### src/tofcs_pkg.sv
// shared constants and types for the tof serial command slave
package tofcs_pkg;
    // command codes
    localparam logic [7:0] CMD_INVALID  = 8'h00;
    localparam logic [7:0] CMD_TEST     = 8'h04;
    localparam logic [7:0] CMD_INFO     = 8'h05;
    localparam logic [7:0] CMD_LOG      = 8'h06;
    localparam logic [7:0] CMD_RESET    = 8'h08;
    localparam logic [7:0] CMD_ACK      = 8'h0a;
    localparam logic [7:0] CMD_NAK      = 8'h0b;
    localparam logic [7:0] CMD_SW_VER   = 8'h0c;
    localparam logic [7:0] CMD_CHIP_VER = 8'h0d;
    localparam logic [7:0] CMD_MODULE   = 8'h0e;
    localparam logic [7:0] CMD_UID      = 8'h0f;
    localparam logic [7:0] CMD_MEAS_ONE = 8'h10;
    localparam logic [7:0] CMD_MEAS_GO  = 8'h11;
    localparam logic [7:0] CMD_MEAS_END = 8'h12;
    localparam logic [7:0] CMD_CALIB    = 8'h18;
    localparam logic [7:0] CMD_REINIT   = 8'h19;
    // special byte defaults, arbitrary values
    localparam logic [7:0] DEF_START    = 8'h02;
    localparam logic [7:0] DEF_STOP     = 8'h03;
    localparam logic [7:0] DEF_ESC      = 8'h1b;
    // echo buffer depth (bytes) and reply field sizes
    localparam int         ECHO_DEPTH   = 64;
    localparam int         REPLY_BYTES  = 4;

    // one byte with valid on a stream
    typedef struct packed {
        logic       valid;
        logic [7:0] data;
    } tofcs_byte_t;

    // jobs handed to the measurement / control logic outside
    typedef struct packed {
        logic meas_one;
        logic meas_start;
        logic meas_stop;
        logic calib;
        logic reinit;
        logic soft_reset;
    } tofcs_job_t;
endpackage

### src/tofcs_slave.sv
// command interpreter and byte-stuffed framing for the tof serial slave
`timescale 1ns/1ps
`default_nettype none

// How it works
// one master, separate rx and tx streams
// slave sends log frames unprompted
// frames bounded by start and stop bytes
// special payload bytes escaped and inverted
// successful command answered with ack 0x0a
// failed command answered with nak 0x0b
// master keeps one command outstanding
// master runs its own response timeout
// log message frames carry code 0x06
// test command 0x04 echoed byte for byte
// code 0x08 pulses software reset
// code 0x0c returns software version
// code 0x0d returns chip version
// code 0x0e returns module type and version
// code 0x0f returns unique id
// code 0x05 returns combined information
// code 0x10 runs one measurement
// code 0x11 starts scheduled measurements
// code 0x12 stops after current frame
// code 0x18 runs calibration
// code 0x19 reinitialises control and sensor
// unknown or invalid code gets nak
// special byte values are parameters
module tofcs_slave
    import tofcs_pkg::*;
#(
    parameter logic [7:0] START_BYTE = tofcs_pkg::DEF_START,
    parameter logic [7:0] STOP_BYTE  = tofcs_pkg::DEF_STOP,
    parameter logic [7:0] ESC_BYTE   = tofcs_pkg::DEF_ESC,
    parameter logic [31:0] SW_VER    = 32'h0000_0001,  // arbitrary
    parameter logic [31:0] CHIP_VER  = 32'h0000_0001,  // arbitrary
    parameter logic [31:0] MOD_VER   = 32'h0000_0001,  // arbitrary
    parameter logic [31:0] UID       = 32'h1234_5678   // arbitrary
) (
    // clock and reset
    input  wire logic                   clk_sys_i,
    input  wire logic                   nrst_i,
    // received byte stream from uart receiver
    input  wire tofcs_pkg::tofcs_byte_t rx_i,
    output logic                        rx_ready_o,
    // transmitted byte stream to uart transmitter
    output tofcs_pkg::tofcs_byte_t      tx_o,
    input  wire logic                   tx_ready_i,
    // log message request, one byte payload
    input  wire logic                   log_req_i,
    input  wire logic [7:0]             log_data_i,
    output logic                        log_ack_o,
    // device control
    output tofcs_pkg::tofcs_job_t       job_o,
    input  wire logic                   job_fail_i,
    output logic                        meas_auto_o,
    input  wire logic                   frame_busy_i
);
    import tofcs_pkg::*;

    typedef enum {S_IDLE, S_BODY, S_EXEC, S_HDR, S_PAY, S_END} tofcs_state_t;

    // ------------------------------------------------------------
    // receive: unstuffing into the echo buffer
    // ------------------------------------------------------------
    logic [7:0] echo_mem [ECHO_DEPTH];
    logic [6:0] rx_len;
    logic       in_frame;
    logic       esc_seen;
    logic       overflow;
    logic       frame_done;
    tofcs_state_t state;

    wire rx_take   = rx_i.valid && rx_ready_o;
    wire is_start  = rx_i.data == START_BYTE;
    wire is_stop   = rx_i.data == STOP_BYTE;
    wire is_esc    = rx_i.data == ESC_BYTE;
    wire [7:0] rx_byte = esc_seen ? ~rx_i.data : rx_i.data;
    wire store     = rx_take && in_frame && !is_start && !is_stop && !(is_esc && !esc_seen);
    wire full      = rx_len == 7'(ECHO_DEPTH);

    // one command at a time; the master waits for the answer anyway
    assign rx_ready_o = (state == S_IDLE) || (state == S_BODY);

    always_ff @(posedge clk_sys_i) begin
        if (!nrst_i) begin
            in_frame   <= 1'b0;
            esc_seen   <= 1'b0;
            rx_len     <= '0;
            overflow   <= 1'b0;
            frame_done <= 1'b0;
        end else begin
            frame_done <= 1'b0;
            if (rx_take && is_start) begin
                in_frame <= 1'b1;
                esc_seen <= 1'b0;
                rx_len   <= '0;
                overflow <= 1'b0;
            end else if (rx_take && in_frame && is_stop) begin
                in_frame   <= 1'b0;
                frame_done <= 1'b1;
            end else if (rx_take && in_frame && is_esc && !esc_seen) begin
                esc_seen <= 1'b1;
            end else if (store) begin
                esc_seen <= 1'b0;
                if (full) overflow <= 1'b1;
                else rx_len <= rx_len + 7'd1;
            end
        end
    end

    always_ff @(posedge clk_sys_i) begin
        if (store && !full) echo_mem[rx_len[5:0]] <= rx_byte;
    end

    // ------------------------------------------------------------
    // command decode
    // ------------------------------------------------------------
    wire [7:0] cmd      = echo_mem[0];
    wire is_echo        = cmd == CMD_TEST;
    wire is_get         = cmd == CMD_INFO || cmd == CMD_SW_VER || cmd == CMD_CHIP_VER
                        || cmd == CMD_MODULE || cmd == CMD_UID;
    wire is_ctrl        = cmd == CMD_RESET || cmd == CMD_MEAS_ONE || cmd == CMD_MEAS_GO
                        || cmd == CMD_MEAS_END || cmd == CMD_CALIB || cmd == CMD_REINIT;
    wire cmd_bad        = overflow || rx_len == 7'd0 || !(is_echo || is_get || is_ctrl)
                        || (is_ctrl && job_fail_i);
    wire [31:0] get_val = (cmd == CMD_SW_VER)   ? SW_VER :
                          (cmd == CMD_CHIP_VER) ? CHIP_VER :
                          (cmd == CMD_MODULE)   ? MOD_VER :
                          (cmd == CMD_UID)      ? UID :
                          SW_VER ^ CHIP_VER ^ MOD_VER;

    // ------------------------------------------------------------
    // two-entry skid buffer ahead of the transmitter
    // ------------------------------------------------------------
    logic [7:0] buf_q [2];
    logic [1:0] buf_cnt;
    logic       buf_rd;
    logic       fill_valid;
    logic [7:0] fill_data;
    wire fill_ready = buf_cnt != 2'd2;
    wire drain      = tx_ready_i && buf_cnt != 2'd0;
    wire fill       = fill_valid && fill_ready;

    assign tx_o.valid = buf_cnt != 2'd0;
    assign tx_o.data  = buf_q[buf_rd];

    always_ff @(posedge clk_sys_i) begin
        if (!nrst_i) begin
            buf_cnt <= '0;
            buf_rd  <= 1'b0;
        end else begin
            buf_cnt <= buf_cnt + 2'(fill) - 2'(drain);
            if (drain) buf_rd <= ~buf_rd;
        end
    end

    always_ff @(posedge clk_sys_i) begin
        if (fill) buf_q[buf_rd ^ buf_cnt[0] ^ (drain & buf_cnt[1])] <= fill_data;
    end

    // ------------------------------------------------------------
    // transmit: frame builder with stuffing
    // ------------------------------------------------------------
    logic [7:0] tx_code;
    logic [31:0] tx_word;
    logic [6:0] tx_idx;
    logic [6:0] tx_len;
    logic       tx_esc;
    logic       tx_echo;
    logic       meas_auto;
    tofcs_job_t job;

    wire [7:0] pay_raw = (tx_idx == 7'd0) ? tx_code :
                         tx_echo ? echo_mem[tx_idx[5:0]] :
                         tx_word[8*(4-int'(tx_idx[2:0])) +: 8];
    wire pay_special   = pay_raw == START_BYTE || pay_raw == STOP_BYTE || pay_raw == ESC_BYTE;
    wire pay_last      = tx_idx + 7'd1 == tx_len;
    // a stop taken in this cycle must still reach execute, so a log waits for it
    wire stop_take     = rx_take && in_frame && is_stop;
    wire log_go        = state == S_IDLE && log_req_i && !frame_done && !stop_take;

    always_comb begin
        fill_valid = 1'b0;
        fill_data  = START_BYTE;
        unique case (state)
            S_HDR: begin
                fill_valid = 1'b1;
                fill_data  = START_BYTE;
            end
            S_PAY: begin
                fill_valid = 1'b1;
                if (pay_special && !tx_esc) fill_data = ESC_BYTE;
                else if (pay_special)       fill_data = ~pay_raw;
                else                        fill_data = pay_raw;
            end
            S_END: begin
                fill_valid = 1'b1;
                fill_data  = STOP_BYTE;
            end
            default: ;
        endcase
    end

    always_ff @(posedge clk_sys_i) begin
        if (!nrst_i) begin
            state     <= S_IDLE;
            tx_code   <= CMD_ACK;
            tx_word   <= '0;
            tx_idx    <= '0;
            tx_len    <= 7'd1;
            tx_esc    <= 1'b0;
            tx_echo   <= 1'b0;
            meas_auto <= 1'b0;
            job       <= '0;
            log_ack_o <= 1'b0;
        end else begin
            job       <= '0;
            log_ack_o <= 1'b0;
            unique case (state)
                S_IDLE: begin
                    if (frame_done) begin
                        state <= S_EXEC;
                    end else if (log_go) begin
                        tx_code   <= CMD_LOG;
                        tx_word   <= {log_data_i, 24'h0};
                        tx_len    <= 7'd2;
                        tx_echo   <= 1'b0;
                        tx_idx    <= '0;
                        log_ack_o <= 1'b1;
                        state     <= S_HDR;
                    end else if (in_frame) begin
                        state <= S_BODY;
                    end
                end
                S_BODY: if (frame_done) state <= S_EXEC;
                S_EXEC: begin
                    tx_idx  <= '0;
                    tx_echo <= 1'b0;
                    state   <= S_HDR;
                    if (cmd_bad) begin
                        tx_code <= CMD_NAK;
                        tx_len  <= 7'd1;
                    end else if (is_echo) begin
                        tx_code <= CMD_TEST;
                        tx_echo <= 1'b1;
                        tx_len  <= rx_len;
                    end else if (is_get) begin
                        tx_code <= cmd;
                        tx_word <= get_val;
                        tx_len  <= 7'(1 + REPLY_BYTES);
                    end else begin
                        tx_code <= CMD_ACK;
                        tx_len  <= 7'd1;
                        job.soft_reset <= cmd == CMD_RESET;
                        job.meas_one   <= cmd == CMD_MEAS_ONE;
                        job.meas_start <= cmd == CMD_MEAS_GO;
                        job.meas_stop  <= cmd == CMD_MEAS_END;
                        job.calib      <= cmd == CMD_CALIB;
                        job.reinit     <= cmd == CMD_REINIT;
                        if (cmd == CMD_MEAS_GO) meas_auto <= 1'b1;
                        if (cmd == CMD_MEAS_END || cmd == CMD_REINIT || cmd == CMD_RESET)
                            meas_auto <= 1'b0;
                    end
                end
                S_HDR: if (fill_ready) state <= S_PAY;
                S_PAY: if (fill_ready) begin
                    if (pay_special && !tx_esc) begin
                        tx_esc <= 1'b1;
                    end else begin
                        tx_esc <= 1'b0;
                        tx_idx <= tx_idx + 7'd1;
                        if (pay_last) state <= S_END;
                    end
                end
                S_END: if (fill_ready) state <= S_IDLE;
            endcase
        end
    end

    // stop lets the running frame finish: auto flag drops, frame busy is the outside's
    assign job_o       = job;
    assign meas_auto_o = meas_auto;

    // ------------------------------------------------------------
    // checks
    // ------------------------------------------------------------
    a_ack_after_ok: assert property (@(posedge clk_sys_i) disable iff (!nrst_i)
        state == S_EXEC && !cmd_bad && is_ctrl |=> tx_code == CMD_ACK)
        else $error("ack not chosen for good command");
    a_nak_on_bad: assert property (@(posedge clk_sys_i) disable iff (!nrst_i)
        state == S_EXEC && cmd_bad |=> tx_code == CMD_NAK && tx_len == 7'd1)
        else $error("nak not chosen for failed command");
    a_nak_unknown: assert property (@(posedge clk_sys_i) disable iff (!nrst_i)
        state == S_EXEC && cmd == CMD_INVALID |=> tx_code == CMD_NAK)
        else $error("invalid code not refused");
    a_frame_opens: assert property (@(posedge clk_sys_i) disable iff (!nrst_i)
        state == S_HDR |-> fill_valid && fill_data == START_BYTE)
        else $error("frame does not open with start byte");
    a_esc_pair: assert property (@(posedge clk_sys_i) disable iff (!nrst_i)
        fill && state == S_PAY && fill_data == ESC_BYTE && !tx_esc
        |=> fill_data == ~pay_raw)
        else $error("escape not followed by inverted byte");
    a_log_code: assert property (@(posedge clk_sys_i) disable iff (!nrst_i)
        log_go |=> tx_code == CMD_LOG && log_ack_o)
        else $error("log frame has wrong code");
    a_echo_len: assert property (@(posedge clk_sys_i) disable iff (!nrst_i)
        state == S_EXEC && !cmd_bad && is_echo |=> tx_echo && tx_len == $past(rx_len))
        else $error("echo length differs");
    a_reset_pulse: assert property (@(posedge clk_sys_i) disable iff (!nrst_i)
        state == S_EXEC && !cmd_bad && cmd == CMD_RESET |=> job_o.soft_reset ##1 !job_o.soft_reset)
        else $error("soft reset not one pulse");
    a_auto_start: assert property (@(posedge clk_sys_i) disable iff (!nrst_i)
        state == S_EXEC && !cmd_bad && cmd == CMD_MEAS_GO |=> meas_auto_o)
        else $error("auto measurement not started");
    a_auto_stop: assert property (@(posedge clk_sys_i) disable iff (!nrst_i)
        state == S_EXEC && !cmd_bad && cmd == CMD_MEAS_END |=> !meas_auto_o)
        else $error("auto measurement not stopped");
    a_no_overfill: assert property (@(posedge clk_sys_i) disable iff (!nrst_i)
        buf_cnt == 2'd2 |-> !fill)
        else $error("skid buffer overfilled");
    a_answer_kept: assert property (@(posedge clk_sys_i) disable iff (!nrst_i)
        frame_done |-> state == S_IDLE || state == S_BODY)
        else $error("received command would go unanswered");
    a_get_reply: assert property (@(posedge clk_sys_i) disable iff (!nrst_i)
        state == S_EXEC && !cmd_bad && is_get
        |=> tx_code == cmd && tx_len == 7'(1 + REPLY_BYTES))
        else $error("get reply has wrong code or length");
    a_reinit_stop: assert property (@(posedge clk_sys_i) disable iff (!nrst_i)
        state == S_EXEC && !cmd_bad && cmd == CMD_REINIT |=> job_o.reinit && !meas_auto_o)
        else $error("reinit not issued or auto run kept");
    a_tx_held: assert property (@(posedge clk_sys_i) disable iff (!nrst_i)
        tx_o.valid && !tx_ready_i |=> tx_o.valid && $stable(tx_o.data))
        else $error("stalled byte lost or changed");

    c_echo: cover property (@(posedge clk_sys_i) disable iff (!nrst_i)
        state == S_EXEC && is_echo && !cmd_bad);
    c_nak: cover property (@(posedge clk_sys_i) disable iff (!nrst_i)
        state == S_EXEC && cmd_bad);
    c_log: cover property (@(posedge clk_sys_i) disable iff (!nrst_i) log_go);
    c_stall: cover property (@(posedge clk_sys_i) disable iff (!nrst_i)
        buf_cnt == 2'd2 && !tx_ready_i);

    wire unused_ok = frame_busy_i;
endmodule // tofcs_slave

`default_nettype wire

### config.mk
export PLATFORM = sky130hd
export DESIGN_NAME = tofcs_slave
export DESIGN_NICKNAME = d
export VERILOG_FILES = /design/src/tofcs_pkg.sv /design/src/tofcs_slave.sv
export SDC_FILE = /design/constraint.sdc
export NUM_CORES = 1
export LEC_CHECK = 0
export BUFFER_PORTS_ARGS = -buffer_cell sky130_fd_sc_hd__buf_2
export CAP_MARGIN = 20
export CORE_UTILIZATION = 57
export DETAILED_ROUTE_END_ITERATION = 12
export PLACE_DENSITY = 0.76
export SETUP_SLACK_MARGIN = 0.4
export SYNTH_ARGS = -nofsm -noshare
export SYNTH_HDL_FRONTEND = slang
export SYNTH_SLANG_ARGS = --single-unit
### constraint.sdc
create_clock -name clk_sys_i -period 3.35 [get_ports clk_sys_i]
set_input_delay 0.5025 -clock clk_sys_i [delete_from_list [all_inputs] [get_ports clk_sys_i]]
set_output_delay 0.5025 -clock clk_sys_i [all_outputs]
set_load 0.01 [all_outputs]
==> qor.yml <==
global_routing:
  grt_overflow: 0
  grt_pass1_wl_um: 91060
  grt_usage_pct: 28.56
  first_global_vias: 14369
  antenna_found_initial: 0
  grt_max_degree: 65
route:
  wl_per_cell_um: 27.76
  drt_iter0_markers: 1969
  avgViaCountPerCell: 6.509
  wl_um: 62020
  drc: 0
  num_vias: 14541
  dr.pass1.iters: 6
  ant_nets: 0
cts:
  cts_hold_buf: 0
  clockBufferDepth: 3
  clockRootBuffer: "clkbuf_16"
  tritoncts: "done"
  cts.sinks: 594
  cts_made_buffers: 55
  clk_pin_slew_worst_paths_ps: 60
  h-tree-depth: 2
  clkLatencyLatePin_ps: 630
floorplan:
  core_um2: 42130
  dieArea_um2: 43810
  top_level_ports: 41
  die_y_um: 209.3
  rows: 75
  die_w_um: 209.3
  initial_core_util_pct: 58.14
cells_and_area:
  stdcell_count: 2234
  nNetsFinal: 1681
  diodes: 0
  final_cell_area_um2: 29450
  layout_common_cells: "edfxtp_1 (528), buf_4 (149), mux4_2 (111), nor2_1 (70), dfxtp_1 (63)"
  layout_commonest_cell: "edfxtp_1"
  drive_above_1_share_pct: 36.87
  area_growth_pct: 20.21
status:
  outcome: "finished, final reports clean"
timing:
  fmax_ghz: 0.2988
  fin_crit_sh_pct: 99.90
  worst_pin_slew_ps: 957.4
  relSlewSlack_pct: 36.07
  skew_ps: 36.82
  setup_violations: 0
  period_needed_ps: 3347
  slew_violations: 0
  rsz0062_at_grt: "true"
  finalSetupTns_ps: 0
  hold_viol_final: 0
run:
  timing.max_cap.violations: 0
worst_setup_path:
  critPathKind: "reg -> reg"
  end_kind: "register"
  crit_path_start_kind: "register"
  worst_path_max_delay_cell: "mux4_2"
  slowest_delay_ps: 550
  worstPathCellList: "buf_8, buf_6, mux4_2, mux2i_4, a22oi_2, o21ai_1, o211a_1, nand3_4, a2111oi_4, buf_4, nor2b_4, a221o_2"
  cp_max_fo: 8
  critPathRequiredTime_ps: 3850
  critical_path_arrival_ps: 3850
place:
  gp_congestion: 0.9640
  placed_cell_area_um2: 26160
  numPortBuffers: 39
  post-dp-hpwl_um: 37410
  post-place-cells: 2061
yosys:
  syn_area_per_cell_um2: 17.07
  seq_area_frac_synth_pct: 70.12
  synth_nets: 1464
  synth-seq-cells: 594
  synth_edf_count: 528
  synthArstFlopShare_pct: 0
  netlist-cell-type-count: 82
  synth_area_um2: 24500
  synth_flop_cell: "edfxtp_1"
  ys.warnings.count: 0
  syn_inst: 1435
pwr:
  powerDensity_nw_per_um2: 529.0
  vdd_drop_max_mv: 0.3857
  p_leak_nw: 9.536
hold_path:
  hold_class: "in -> reg"
-- layer usage --
metal	wire [um]	global-route usage [%]
met3	5566	4.369
met5	0	0
met1	23280	38.82
met2	30260	45.86
met4	2912	13.72
-- stage by stage --
| stage | utilization (%) | power, mW | worst slack (ps) | hold WS (ps) |
|---|---|---|---|---|
| 2_1_floorplan | - | 9.161 | 241.9 | 431.3 |
| 3_3_place_gp | 62.08 | 9.504 | -147.5 | 443.7 |
| 3_5_place_dp | 62.08 | 9.537 | -124.1 | 451.0 |
| 4_1_cts | 68.45 | 15.46 | 36.81 | 131.0 |
| 5_1_grt | 69.89 | 15.99 | -51.63 | 158.6 |
| 6_report | 69.89 | 15.58 | 3.213 | 154.3 |
-- cells by family after synthesis --
family,Yosys count,share of synthesized area (%)
flops,594,70.12
simple gates,344,6.855
buf+inv,102,2.447
compound gates,171,5.062
xor+xnor,27,0.9654
mux,191,14.25
fa+ha+maj,6,0.3065
-- area by class of cell --
cell class | instances | area, um2
sequential | 594 | 17190
fill | 2433 | 12690
multi-input combinational | 740 | 7611
timing repair buffer | 241 | 2216
clock buffer | 71 | 1470
tap | 539 | 674.4
clock inverter | 29 | 207.7
inverter | 20 | 78.83
-- timing repair --
| item | 4_1_cts | 5_1_grt |
|---|---|---|
| gates cloned | 7 | 0 |
| pin swaps | 24 | 44 |
| gates resized for setup | 149 | 88 |
| setup endpoints to repair | 419 | 460 |
| buffers inserted | 38 | 28 |
-- sequential cells by signal, summed over array words and instances (netlist names), named ones only --
signal and cells:
buf_rd 1, in_frame 1, buf_q 16, frame_done 1, rx_len 7, tx_code 8, tx_word 10, buf_cnt 2
tx_idx 7, log_ack_o 1, tx_esc 1, esc_seen 1, state 3, tx_len 7, overflow 1, tx_echo 1
meas_auto_o 1, job_o 6, echo_mem 512
-- synth_stat cells, types with 5 or more instances --
cell type,number,share of area [%]
a31oi_1,10,0.26
buf_4,10,0.31
inv_1,20,0.31
mux2i_1,55,2.2
or2_2,7,0.18
nor4_1,7,0.18
a21oi_1,46,0.94
a22o_2,5,0.20
dfxtp_1,66,5.4
mux4_1,15,1.6
xor2_1,14,0.50
nand2_1,56,0.86
nand2b_1,9,0.23
or3_1,6,0.15
o2111ai_1,5,0.18
buf_2,17,0.35
a221o_1,5,0.20
xnor2_1,13,0.46
and3_1,6,0.15
buf_6,14,0.64
o21ai_0,18,0.37
nor3_1,28,0.57
a211oi_1,10,0.31
clkbuf_1,33,0.51
mux2_2,16,0.74
nand3_1,34,0.69
ha_1,6,0.31
a22oi_1,15,0.46
and2_1,10,0.26
nor2_1,136,2.1
mux4_2,105,9.7
edfxtp_1,528,65
nand3b_1,5,0.15
or3b_2,6,0.21
nor2b_1,11,0.28
-- critical path: cells and delay by family, from the launching register on --
family	cells	cell delay (ps)
DFF	1	490
and+or+nand+nor	2	170
muxes	2	750
AOI/OAI and AO/OA	5	1280
buffers and inverters	3	530
-- worst paths after layout --
path	from	slack, ps	to	cells past startpoint
setup / recovery	register	3	tx_idx[6]	12
hold / removal	log_data_i[3]	150	tx_word[27]	3
setup reg to reg	register	3	tx_idx[6]	12
hold reg to reg	tx_word[30]	460	tx_word[30]	2
-- report_power, final --
part / leakage (nW) / total [mW] / switching, mW / internal (mW)
Clock: 0.829 / 5.93 / 2.68 / 3.25
Combinational: 3.43 / 1.36 / 0.766 / 0.590
Sequential: 5.28 / 8.29 / 0.133 / 8.16
No activity file was read; power rests on OpenSTA's default activity.
